### src/dpc_regs.svh
`ifndef DPC_REGS_SVH
`define DPC_REGS_SVH

// sense codes: full feedback reference (400 V link) reads as 1024 counts
`define DPC_ADC_W 12
`define DPC_VNOM_V 400
`define DPC_VNOM 12'h400
// start-up entry below 90 % of nominal, exit at 100 %
`define DPC_STARTUP_ENTER 12'h39A
`define DPC_STARTUP_EXIT 12'h400
// overvoltage trip above 105 % of the reference voltage
`define DPC_OV_TRIP 12'h433
// overvoltage threshold 418 V and its 4 V hysteresis in counts
`define DPC_OV_THRESHOLD 12'h42E
`define DPC_OV_HYST 12'h00A
// tracked line peak decays at most 5 V per half cycle (rounded down)
`define DPC_PEAK_DECAY 12'h00C
// brownout lower threshold 95 V, upper threshold 105 V
`define DPC_BO_LOWER 12'h0F3
`define DPC_BO_UPPER 12'h10D
// line code below this marks the zero-crossing region
`define DPC_ZC_LEVEL 12'h020
// light load: enter burst below 5 % demand, leave above 10 %
`define DPC_BURST_ENTER 12'h0CC
`define DPC_BURST_EXIT 12'h199
// switching timing
`define DPC_MCLK_HZ 10000000
`define DPC_FSW_MAX_HZ 70000
`define DPC_MIN_PERIOD ((`DPC_MCLK_HZ + `DPC_FSW_MAX_HZ - 1) / `DPC_FSW_MAX_HZ)
`define DPC_TON_MAX 12'h0FF
`define DPC_TON_K 16'h2000
// brownout dwell time 56 ms
`define DPC_BO_DWELL_MS 56
`define DPC_BO_DWELL_CYC (`DPC_BO_DWELL_MS * (`DPC_MCLK_HZ / 1000))
// reset values
`define DPC_DEMAND_RST 12'h000
`define DPC_PEAK_RST 12'h000

`endif

### src/dpc_pkg.sv
package dpc_pkg;

	// operating modes, gray coded along start-up, normal, burst, brownout
	typedef enum logic [1:0]
	{
		dpc_st_startup = 2'b00,
		dpc_st_normal = 2'b01,
		dpc_st_burst = 2'b11,
		dpc_st_brownout = 2'b10
	} dpc_mode_t;

	// one converter sample of both sense voltages
	typedef struct packed
	{
		logic [11:0] fb;
		logic [11:0] line;
	} dpc_sample_t;

	// controller status seen from outside
	typedef struct packed
	{
		dpc_mode_t mode;
		logic ov_guard;
		logic loop_fault;
		logic brownout;
		logic burst_skip;
	} dpc_status_t;

endpackage

### src/dpc_ctrl.sv
`include "dpc_regs.svh"

module dpc_ctrl #(
	parameter int unsigned BO_DWELL_CYC = `DPC_BO_DWELL_CYC
) (
	input wire logic mclk,
	input wire logic resetn,
	input wire logic sample_valid,
	input wire dpc_pkg::dpc_sample_t sample,
	output logic gate_drive,
	output dpc_pkg::dpc_status_t status
);

	dpc_pkg::dpc_mode_t mode_r;
	dpc_pkg::dpc_mode_t mode_nxt;
	logic [11:0] fb_r;
	logic [11:0] fb_nxt;
	logic [11:0] line_r;
	logic [11:0] line_nxt;
	logic [11:0] peak_r;
	logic [11:0] peak_nxt;
	logic [11:0] half_max_r;
	logic [11:0] half_max_nxt;
	logic in_zc_r;
	logic in_zc_nxt;
	logic [11:0] demand_r;
	logic [11:0] demand_nxt;
	logic ov_r;
	logic ov_nxt;
	logic loop_r;
	logic loop_nxt;
	logic skip_r;
	logic skip_nxt;
	logic half_edge;
	logic ov_now;
	logic loop_now;
	logic bo_enter;
	logic bo_leave;
	logic signed [13:0] err;
	logic signed [13:0] acc;

	// brownout entry and exit dwell timers
	// entry dwell
	dpc_dwell #(
		.LIMIT(BO_DWELL_CYC)
	) u_bo_enter (
		.mclk(mclk),
		.resetn(resetn),
		.run((peak_r < `DPC_BO_LOWER) && (mode_r != dpc_pkg::dpc_st_brownout)),
		.done(bo_enter)
	);

	dpc_dwell #(
		.LIMIT(BO_DWELL_CYC)
	) u_bo_leave (
		.mclk(mclk),
		.resetn(resetn),
		.run((peak_r > `DPC_BO_UPPER) && (mode_r == dpc_pkg::dpc_st_brownout)),
		.done(bo_leave)
	);

	// fresh-sample protection tests, so the gate drops on the next edge
	// immediate trip
	assign ov_now = sample_valid && (sample.fb > `DPC_OV_TRIP);
	assign loop_now = sample_valid && (sample.fb < sample.line);

	// a half line cycle ends when the line enters the zero-crossing region
	assign half_edge = sample_valid && (sample.line < `DPC_ZC_LEVEL) && !in_zc_r;

	assign err = $signed({2'b00, `DPC_VNOM}) - $signed({2'b00, sample.fb});

	// sample-driven control: sensing, peak tracking, modes and protection
	always_comb
	begin
		fb_nxt = fb_r;
		line_nxt = line_r;
		peak_nxt = peak_r;
		half_max_nxt = half_max_r;
		in_zc_nxt = in_zc_r;
		demand_nxt = demand_r;
		ov_nxt = ov_r;
		loop_nxt = loop_r;
		skip_nxt = skip_r;
		mode_nxt = mode_r;
		acc = 14'sh0;
		if (sample_valid)
		begin
			fb_nxt = sample.fb;
			line_nxt = sample.line;
			in_zc_nxt = sample.line < `DPC_ZC_LEVEL;
			half_max_nxt = (sample.line > half_max_r) ? sample.line : half_max_r;
			// integrating compensation; the demand is taken as delivered power
			// lossless estimate
			acc = $signed({2'b00, demand_r}) + (err >>> 2);
			if (acc < 14'sh0)
				demand_nxt = 12'h000;
			else if (acc > 14'sh0FFF)
				demand_nxt = 12'hFFF;
			else
				demand_nxt = acc[11:0];
		end
		if (half_edge)
		begin
			half_max_nxt = 12'h000;
			if (half_max_r >= peak_r)
				peak_nxt = half_max_r;
			else if ((peak_r - half_max_r) > `DPC_PEAK_DECAY)
				peak_nxt = peak_r - `DPC_PEAK_DECAY;
			else
				peak_nxt = half_max_r;
		end
		if (sample_valid && (sample.fb < (`DPC_OV_THRESHOLD - `DPC_OV_HYST)))
			ov_nxt = 1'b0;
		// a new trip wins over a clear in the same sample
		if (ov_now)
			ov_nxt = 1'b1;
		if (sample_valid && (sample.fb >= sample.line) && (sample.fb > peak_r))
			loop_nxt = 1'b0;
		if (loop_now)
			loop_nxt = 1'b1;
		unique case (mode_r)
			dpc_pkg::dpc_st_startup:
			begin
				if (sample_valid && (sample.fb >= `DPC_STARTUP_EXIT))
					mode_nxt = dpc_pkg::dpc_st_normal;
			end
			dpc_pkg::dpc_st_normal:
			begin
				if (sample_valid && (sample.fb < `DPC_STARTUP_ENTER))
					mode_nxt = dpc_pkg::dpc_st_startup;
				else if (sample_valid && (demand_nxt < `DPC_BURST_ENTER))
					mode_nxt = dpc_pkg::dpc_st_burst;
			end
			dpc_pkg::dpc_st_burst:
			begin
				if (sample_valid && (sample.fb < `DPC_STARTUP_ENTER))
					mode_nxt = dpc_pkg::dpc_st_startup;
				else if (sample_valid && (demand_nxt > `DPC_BURST_EXIT))
					mode_nxt = dpc_pkg::dpc_st_normal;
			end
			dpc_pkg::dpc_st_brownout:
			begin
				if (bo_leave)
					mode_nxt = dpc_pkg::dpc_st_normal;
			end
		endcase
		if (bo_enter)
			mode_nxt = dpc_pkg::dpc_st_brownout;
		if (mode_nxt != dpc_pkg::dpc_st_burst)
			skip_nxt = 1'b0;
		else if (half_edge)
			skip_nxt = !skip_r;
	end

	always_ff @(posedge mclk or negedge resetn)
	begin
		if (!resetn)
		begin
			mode_r <= dpc_pkg::dpc_st_startup;
			fb_r <= 12'h000;
			line_r <= 12'h000;
			peak_r <= `DPC_PEAK_RST;
			half_max_r <= 12'h000;
			in_zc_r <= 1'b1;
			demand_r <= `DPC_DEMAND_RST;
			ov_r <= 1'b0;
			loop_r <= 1'b0;
			skip_r <= 1'b0;
		end
		else
		begin
			mode_r <= mode_nxt;
			fb_r <= fb_nxt;
			line_r <= line_nxt;
			peak_r <= peak_nxt;
			half_max_r <= half_max_nxt;
			in_zc_r <= in_zc_nxt;
			demand_r <= demand_nxt;
			ov_r <= ov_nxt;
			loop_r <= loop_nxt;
			skip_r <= skip_nxt;
		end
	end

	// switching cycle generator
	logic [11:0] cnt_r;
	logic [11:0] cnt_nxt;
	logic [11:0] period_r;
	logic [11:0] period_nxt;
	logic [11:0] ton_r;
	logic [11:0] ton_nxt;
	logic gate_r;
	logic gate_nxt;
	logic allow;
	logic [15:0] ton_su;
	logic [11:0] ton_calc;
	logic [23:0] toff_calc;
	logic [12:0] period_calc;
	logic [11:0] period_line;
	localparam logic [11:0] MIN_PERIOD = 12'(`DPC_MIN_PERIOD);

	// on-time, off-time and period for the next switching cycle
	always_comb
	begin
		ton_su = 16'hFFFF;
		toff_calc = 24'h0;
		period_line = MIN_PERIOD + ((peak_r > line_r) ? ((peak_r - line_r) >> 1) : 12'h000);
		if (mode_r == dpc_pkg::dpc_st_startup)
		begin
			if (line_r != 12'h000)
				ton_su = `DPC_TON_K / {4'h0, line_r};
			ton_calc = (ton_su > {4'h0, `DPC_TON_MAX}) ? `DPC_TON_MAX : ton_su[11:0];
			// boundary off-time: ton * vin / (vout - vin)
			if (fb_r > line_r)
				toff_calc = ({12'h000, ton_calc} * {12'h000, line_r}) / {12'h000, fb_r - line_r};
			else
				toff_calc = 24'h000FFF;
			if (toff_calc > 24'h000FFF)
				toff_calc = 24'h000FFF;
			period_calc = {1'b0, ton_calc} + {1'b0, toff_calc[11:0]};
		end
		else
		begin
			ton_calc = (demand_r[11:4] > `DPC_TON_MAX) ? `DPC_TON_MAX : {4'h0, demand_r[11:4]};
			period_calc = {1'b0, period_line};
		end
		if (period_calc < {1'b0, MIN_PERIOD})
			period_calc = {1'b0, MIN_PERIOD};
		if (period_calc > 13'h0FFF)
			period_calc = 13'h0FFF;
		period_nxt = period_r;
		ton_nxt = ton_r;
		if (cnt_r >= period_r - 12'h001)
		begin
			cnt_nxt = 12'h000;
			period_nxt = period_calc[11:0];
			ton_nxt = (ton_calc >= period_calc[11:0]) ? period_calc[11:0] - 12'h001 : ton_calc;
		end
		else
			cnt_nxt = cnt_r + 12'h001;
		// protection override
		// skip_nxt, so the gate is already low in the first cycle of a blanked half
		allow = !(ov_now || ov_r || loop_now || loop_r || skip_nxt)
			&& (mode_r != dpc_pkg::dpc_st_brownout) && !bo_enter;
		// pulses start only at cnt 0: a late release must not shorten a pulse
		gate_nxt = allow && (cnt_nxt < ton_nxt) && ((cnt_nxt == 12'h000) || gate_r);
	end

	always_ff @(posedge mclk or negedge resetn)
	begin
		if (!resetn)
		begin
			cnt_r <= 12'h000;
			period_r <= MIN_PERIOD;
			ton_r <= 12'h000;
			gate_r <= 1'b0;
		end
		else
		begin
			cnt_r <= cnt_nxt;
			period_r <= period_nxt;
			ton_r <= ton_nxt;
			gate_r <= gate_nxt;
		end
	end

	// outputs straight from flip-flops, except status.brownout, decoded from mode_r
	assign gate_drive = gate_r;
	assign status.mode = mode_r;
	assign status.ov_guard = ov_r;
	assign status.loop_fault = loop_r;
	assign status.brownout = (mode_r == dpc_pkg::dpc_st_brownout);
	assign status.burst_skip = skip_r;

endmodule

### src/dpc_dwell.sv
`include "dpc_regs.svh"

// counts cycles while run is high; done once LIMIT cycles have passed
module dpc_dwell #(
	parameter int unsigned LIMIT = 1
) (
	input wire logic mclk,
	input wire logic resetn,
	input wire logic run,
	output logic done
);

	logic [31:0] cnt_r;
	logic [31:0] cnt_nxt;
	logic done_r;
	logic done_nxt;

	// counter saturates at the limit so it never wraps back below it
	always_comb
	begin
		cnt_nxt = cnt_r;
		if (!run)
			cnt_nxt = 32'h0;
		else if (cnt_r < LIMIT)
			cnt_nxt = cnt_r + 32'h1;
		done_nxt = run && (cnt_nxt >= LIMIT);
	end

	always_ff @(posedge mclk or negedge resetn)
	begin
		if (!resetn)
		begin
			cnt_r <= 32'h0;
			done_r <= 1'b0;
		end
		else
		begin
			cnt_r <= cnt_nxt;
			done_r <= done_nxt;
		end
	end

	assign done = done_r;

endmodule

### config.mk
export PLATFORM = sky130hd
export DESIGN_NAME = dpc_ctrl
export DESIGN_NICKNAME = d
export VERILOG_FILES = /design/src/dpc_pkg.sv /design/src/dpc_ctrl.sv /design/src/dpc_dwell.sv
export VERILOG_INCLUDE_DIRS = /design/src
export SDC_FILE = /design/constraint.sdc
export NUM_CORES = 1
export LEC_CHECK = 0
export ABC_CLOCK_PERIOD_IN_PS = 310900
export BUFFER_PORTS_ARGS = -buffer_cell sky130_fd_sc_hd__buf_2
export CAP_MARGIN = 15
export CORE_ASPECT_RATIO = 0.9
export CORE_MARGIN = 1
export CORE_UTILIZATION = 51
export CTS_BUF_LIST = sky130_fd_sc_hd__clkbuf_4 sky130_fd_sc_hd__clkbuf_8
export DETAILED_ROUTE_END_ITERATION = 8
export GPL_TIMING_DRIVEN = 0
export PLACE_DENSITY = 0.74
export SLEW_MARGIN = 40
export SYNTH_ARGS = -nofsm -noshare
export SYNTH_HDL_FRONTEND = slang
export SYNTH_SLANG_ARGS = --single-unit
### constraint.sdc
create_clock -name mclk -period 310.9 [get_ports mclk]
set_input_delay 46.635 -clock mclk [delete_from_list [all_inputs] [get_ports mclk]]
set_output_delay 46.635 -clock mclk [all_outputs]
set_load 0.005 [all_outputs]
== Word-level counts from Yosys, hierarchy flattened ==
Index checks and enable logic that the tools add are counted.
Storage, ports and cells
  register bits after elaboration: 169
  input port bits: 27
  output and inout port bits: 7
Cells by class
  add/subtract/negate cells: 13
  multipliers: 1
  div/mod/pow operators: 2
  magnitude comparators: 30
  equality and inequality tests: 5
  multiplexer cells: 41
  reduce and logical (&&, ||, !) cells: 36
Operators by type and width (number)
  $mux W12: 16
  $mux W32: 4
  $add A32 B1 Y32 const B: 2
  $ge A32 B20 Y1 const B: 2
  $lt A32 B20 Y1 const B: 2
  $ge A12 B12 Y1: 4
  $gt A12 B12 Y1: 4
  $mux W24: 2
  $sub A12 B12 Y12: 3
  $mux W16: 2
  $mux W13: 2
  $div A24 B12 Y24: 1
  $gt A12 B9 Y1 const B: 2
  $gt A24 B12 Y1 const B: 1
  $lt A12 B12 Y1: 2
  $lt A12 B8 Y1 const B: 2
  $mul A12 B12 Y24: 1
  $sub A12 B1 Y12 const B: 2
  $logic_and A1 B1 Y1: 19
  $div A14 B12 Y16 const A: 1
  $gt A16 B8 Y1 const B: 1
  $add A13 B11 Y14: 1
  $gt A14 B13 Y1 const B: 1
  $lt A14 B1 Y1 const B: 1
  other kinds (27): 50

== Longest topological paths before layout ==
  depth after elaboration: 24
  gate-level depth with buffers: 571
  gate-level depth less buffers: 534

== Hierarchy ==
A second synthesis with hierarchy kept.
Second synthesis, totals
  cell total of the unflattened synthesis: 4597
  area, all modules: 35873.2 um^2
By module, submodules not included
  dpc_ctrl: times used 1, cells an instance 4281, area each 32457.4 um^2
  dpc_dwell: times used 2, cells an instance 158, area each 1707.9 um^2

== Least setup slack after synthesis ==
OpenSTA, ideal clock, no wires.
  kind: register -> register
  start: register line_r[0]
  end: register gate_r (netlist: gate_drive)
  library setup time: 66 ps
  arrival time: 98335 ps
  setup slack: 212500 ps
  stages on the path, launching flop included: 525
  period minus slack after synthesis: 98400 ps
  cells stage by stage: dfrtp_1 > clkinv_1 > clkbuf_1 > clkbuf_1 > ha_1 > clkbuf_1 > nor2b_1 > and3_1 > ha_1 > o21a_1 > a211oi_1 > nand2b_1 > nor3_1 > a21o_1 > ha_1 > a21oi_1 > nor4_1 > mux2_2 > [... 489 more ...] > nand2b_1 > a21oi_1 > nor2b_1 > o21ai_0 > nand2b_1 > a21oi_1 > clkbuf_1 > nor2_1 > a211oi_1 > nor2_1 > inv_1 > ha_1 > a21o_1 > a21o_1 > a21oi_1 > o2111ai_1 > nor3_1 > o31a_1
On the way
  word-level cells in the longest chain between the ends: 24
  elaborated cells between the ends (all ways): 33
RTL lines
  start: declaration: RTL line dpc_ctrl.sv:18  | logic [11:0] line_r;
  start signal: assignment: RTL line dpc_ctrl.sv:174  | line_r <= line_nxt;
  $div A14 B12 Y16 (no line) / $reduce_bool A12 Y1 (equally long branches)
  $mux W16: RTL line dpc_ctrl.sv:210  | if (line_r != 12'h000)
  $mux W16: RTL line dpc_ctrl.sv:208  | if (mode_r == dpc_pkg::dpc_st_startup)
  $gt A16 B8 Y1: RTL line dpc_ctrl.sv:212  | ton_calc = (ton_su > {4'h0, `DPC_TON_MAX}) ? `DPC_TON_MAX : ton_su[11:0];
  $mux W12: RTL line dpc_ctrl.sv:212
  $mul A12 B12 Y24: RTL line dpc_ctrl.sv:215  | toff_calc = ({12'h000, ton_calc} * {12'h000, line_r}) / {12'h000, fb_r - line_r};
  $div A24 B12 Y24: RTL line dpc_ctrl.sv:215
  $mux W24: RTL line dpc_ctrl.sv:214  | if (fb_r > line_r)
  [... 10 more ...]
  named net period_calc[0]: RTL line dpc_ctrl.sv:198  | logic [12:0] period_calc;
  $sub A12 B1 Y12 / $ge A12 B12 Y1 (equally long branches): RTL line dpc_ctrl.sv:237  | ton_nxt = (ton_calc >= period_calc[11:0]) ? period_calc[11:0] - 12'h001 : ton_calc;
  $mux W12 *: RTL line dpc_ctrl.sv:237
  $mux W12 *: RTL line dpc_ctrl.sv:233  | if (cnt_r >= period_r - 12'h001)
  named net ton_nxt[5]: RTL line dpc_ctrl.sv:191  | logic [11:0] ton_nxt;
  $lt A12 B12 Y1 *: RTL line dpc_ctrl.sv:246  | gate_nxt = allow && (cnt_nxt < ton_nxt) && ((cnt_nxt == 12'h000) || gate_r);
  $logic_and A1 B1 Y1 * (2 in a row): RTL line dpc_ctrl.sv:246
  named net gate_nxt: RTL line dpc_ctrl.sv:193  | logic gate_nxt;
  end signal: assignment: RTL line dpc_ctrl.sv:263  | gate_r <= gate_nxt;
  end: declaration: RTL line dpc_ctrl.sv:192  | logic gate_r;
Mark *: on every way through the listed nets, which the timed path passes. The rest lies on a longest branch. The select of a mux whose other input is x is not followed.
A chain may end at the register's enable or synchronous reset.

== Final worst setup path ==
Ends and elaborated chain as after synthesis.

==> results.yml <==
route:
  viasPerCell: 6.075
  wl_per_cell_um: 17.18
  vias: 33320
  dr.first_iter.drc_count: 2442
  drt-pass1-iter-count: 7
  ant_nets: 0
  drc: 0
  wl_mm: 94.22
cts:
  clk_latency_ps: 520
  postCtsSetupRepairBufs: 0
  cts_tree: "built"
  cts_buffer_depth: 2
  clock_sinks: 169
  cts_root_buf: "clkbuf_8"
  numCtsBuffers: 17
  holdBufCountCts: 0
  cts_resized: 0
  htree_levels: 4
  path_clk_slew_ps: 120
floorplanning:
  die_h_um: 250.8
  ioPinCount: 34
  die_x_um: 278.4
  rows: 90
  core_area_sq_um: 67560
  initial_core_util_pct: 51.90
  fp.dieArea_sq_um: 69810
logic_synthesis:
  synth-edff-count: 0
  synth-seq-cells: 169
  yosysWarningCount: 0
  yosysTopAreaCellShare_pct: 19.13
  yosysUniqueCellTypes: 130
  yosysMostFrequentCell: "ha_1"
  synth_top_cell_by_area: "ha_1"
  synth_ff_type: "dfrtp_1"
  synth.top_cells.by_count: "536 x ha_1, 426 x nor2_1, 353 x nand2_1, 301 x inv_1, 282 x a21oi_1"
  syn_area_sq_um: 35060
  async_flop_share_pct: 100.0
  seq_area_frac_synth_pct: 12.08
  syn_inst: 4476
  synth_area_per_cell_sq_um: 7.834
  ys_top_cells_by_area: "ha_1 19%, dfrtp_1 12%, fa_1 6.0%"
global_routing:
  antenna_found_initial: 0
  overflow: 0
  grt_max_degree: 76
  grt_use_met2_pct: 42.54
  grt_util_met1_pct: 38.23
  grt_use_total_pct: 26.76
  grt_util_met3_pct: 3.764
  grt.busiest_layer: "met2"
  grt_first_pass_wirelength_mm: 156.2
  first_global_vias: 31500
timing:
  finalSetupTns_ps: 0
  skew_ps: 29.59
  finalHoldViolCount: 0
  min_period_ps: 119100
  relSlewSlack_pct: 41.52
  fin_crit_sh_pct: 38.31
  setup_viol: 0
  setup_slack_ps: 191800
  rsz0062_at_grt: "false"
  fmax_ghz: 0.008396
  tightestPinTransition_ps: 876.3
  slew_viol_final: 0
setup_path:
  required_ps: 311350
  worst-path-max-fanout: 12
  r2r-start: "line_r[0]"
  reg2reg_setup_slack_ps: 191800
  r2r-end: "gate_drive"
  r2r_cells: 526
  critPathSlowestCell: "nor3_1"
  crit_type: "reg2reg"
  cp-end-kind: "flip-flop"
  arrival_ps: 119550
  cp-start-kind: "flip-flop"
  critPathMaxStageDelay_ps: 690
  path_common_cell: "o21a_1"
worst_hold_path:
  hold_path.class: "reg2reg"
  hold_depth: 1
  hold_end: "half_max_r[2]"
  min_from: "half_max_r[2]"
flow_run:
  maxCapViolCount: 0
finish:
  drive_gt1_share_pct: 7.374
  finalNonFillerCells: 5485
  syn_to_final_growth_pct: 5.863
  reg_top3: "u_bo_enter.cnt_r: 32 flops, u_bo_leave.cnt_r: 32 flops"
  num_antenna_cells: 0
  final_core_util_pct: 54.94
  finalNetCount: 5266
placed_design:
  pre_cts_ws_ps: 194090
  place_inst: 5453
  place.gp.congestion: 0.9404
  hpwl_mm: 76.77
  port_buffers: 33
outcome:
  run_status: "finished clean"
==> placed cells by master (no fill, tap or decap), types with 35 or more instances in the layout <==
cell type	netlist	routed
o21a_1	147	147
nand2b_1	81	81
o21ai_0	227	226
and2_1	73	73
a21oi_1	282	282
nor2b_1	62	62
nor4_1	44	42
nand2_1	353	352
dfrtp_1	163	163
fa_1	105	105
xnor2_1	183	182
a21o_1	175	175
xor2_1	108	108
nor2_1	426	426
inv_1	301	289
or2_2	37	37
ha_1	536	535
nor3_1	174	172
nand4_1	47	47
clkbuf_1	91	91
mux2_2	109	109
or3_1	38	38
conb_1	2	62
o31ai_1	66	65
buf_2	9	43
nand3_1	89	89
mux2i_1	35	35
o21bai_1	37	37
==> worst max-delay path: cells and delay by family (launching register included) <==
kind | cells | cell delay [ps]
AO/OA/AOI/OAI | 283 | 57720
AND/OR/NAND/NOR | 127 | 24860
buffers and inverters | 59 | 17000
adder cells (fa/ha/maj) | 45 | 14960
multiplexers | 11 | 3480
flip-flops | 1 | 570
XOR/XNOR | 1 | 160
==> worst max path at each step <==
| stage | startpoint | endpoint | slack [ps] |
|---|---|---|---|
| 6_report | line_r[0] | gate_drive | 191800 |
| 5_1_grt | line_r[0] | gate_drive | 183140 |
| 4_1_cts | line_r[0] | gate_drive | 193690 |
| 3_5_place_dp | line_r[0] | gate_drive | 194090 |
| 3_3_place_gp | line_r[0] | gate_drive | 194010 |
| 2_1_floorplan | line_r[0] | gate_drive | 212500 |
==> final cells by class <==
class                           instances  area [sq um]
Buffer                                117         473.0
Multi-Input combinational cell       3944         29490
Timing Repair Buffer                   43         289.0
Clock inverter                         15         151.4
Clock buffer                           17         234.0
Tap cell                              874          1094
Sequential cell                       169          4237
Inverter                              306          1151
Fill cell                            6406         30450
==> through the flow <==
stage	instance area, sq um	hold WS, ps
floorplan	35290	465.5
global placement	36550	489.9
detailed placement	36720	490.8
CTS	37100	517.6
global route	37120	531.5
finish	37120	515.6
==> logic make-up (layout without fill, tap and decap cells) <==
| logic type | Yosys count | in the layout | share of synthesized area, % |
|---|---|---|---|
| AO/OA/AOI/OAI | 1261 | 1261 | 24.51 |
| XOR/XNOR | 291 | 291 | 7.269 |
| adder cells (fa/ha/maj) | 644 | 644 | 25.21 |
| buffers and inverters | 423 | 498 | 4.625 |
| flip-flops | 169 | 169 | 12.08 |
| multiplexers | 148 | 148 | 4.678 |
| other | 2 | 62 | 0.02142 |
| AND/OR/NAND/NOR | 1538 | 1538 | 21.60 |
==> routing by layer <==
layer	part of all wire, %	wire (um)
met1	48	44930
met2	43	40980
met3	7.1	6707
met4	1.7	1605
met5	0	0
Power is not shown: default switching activity piles up to over one toggle a cycle in this logic, so the estimate is an artifact.
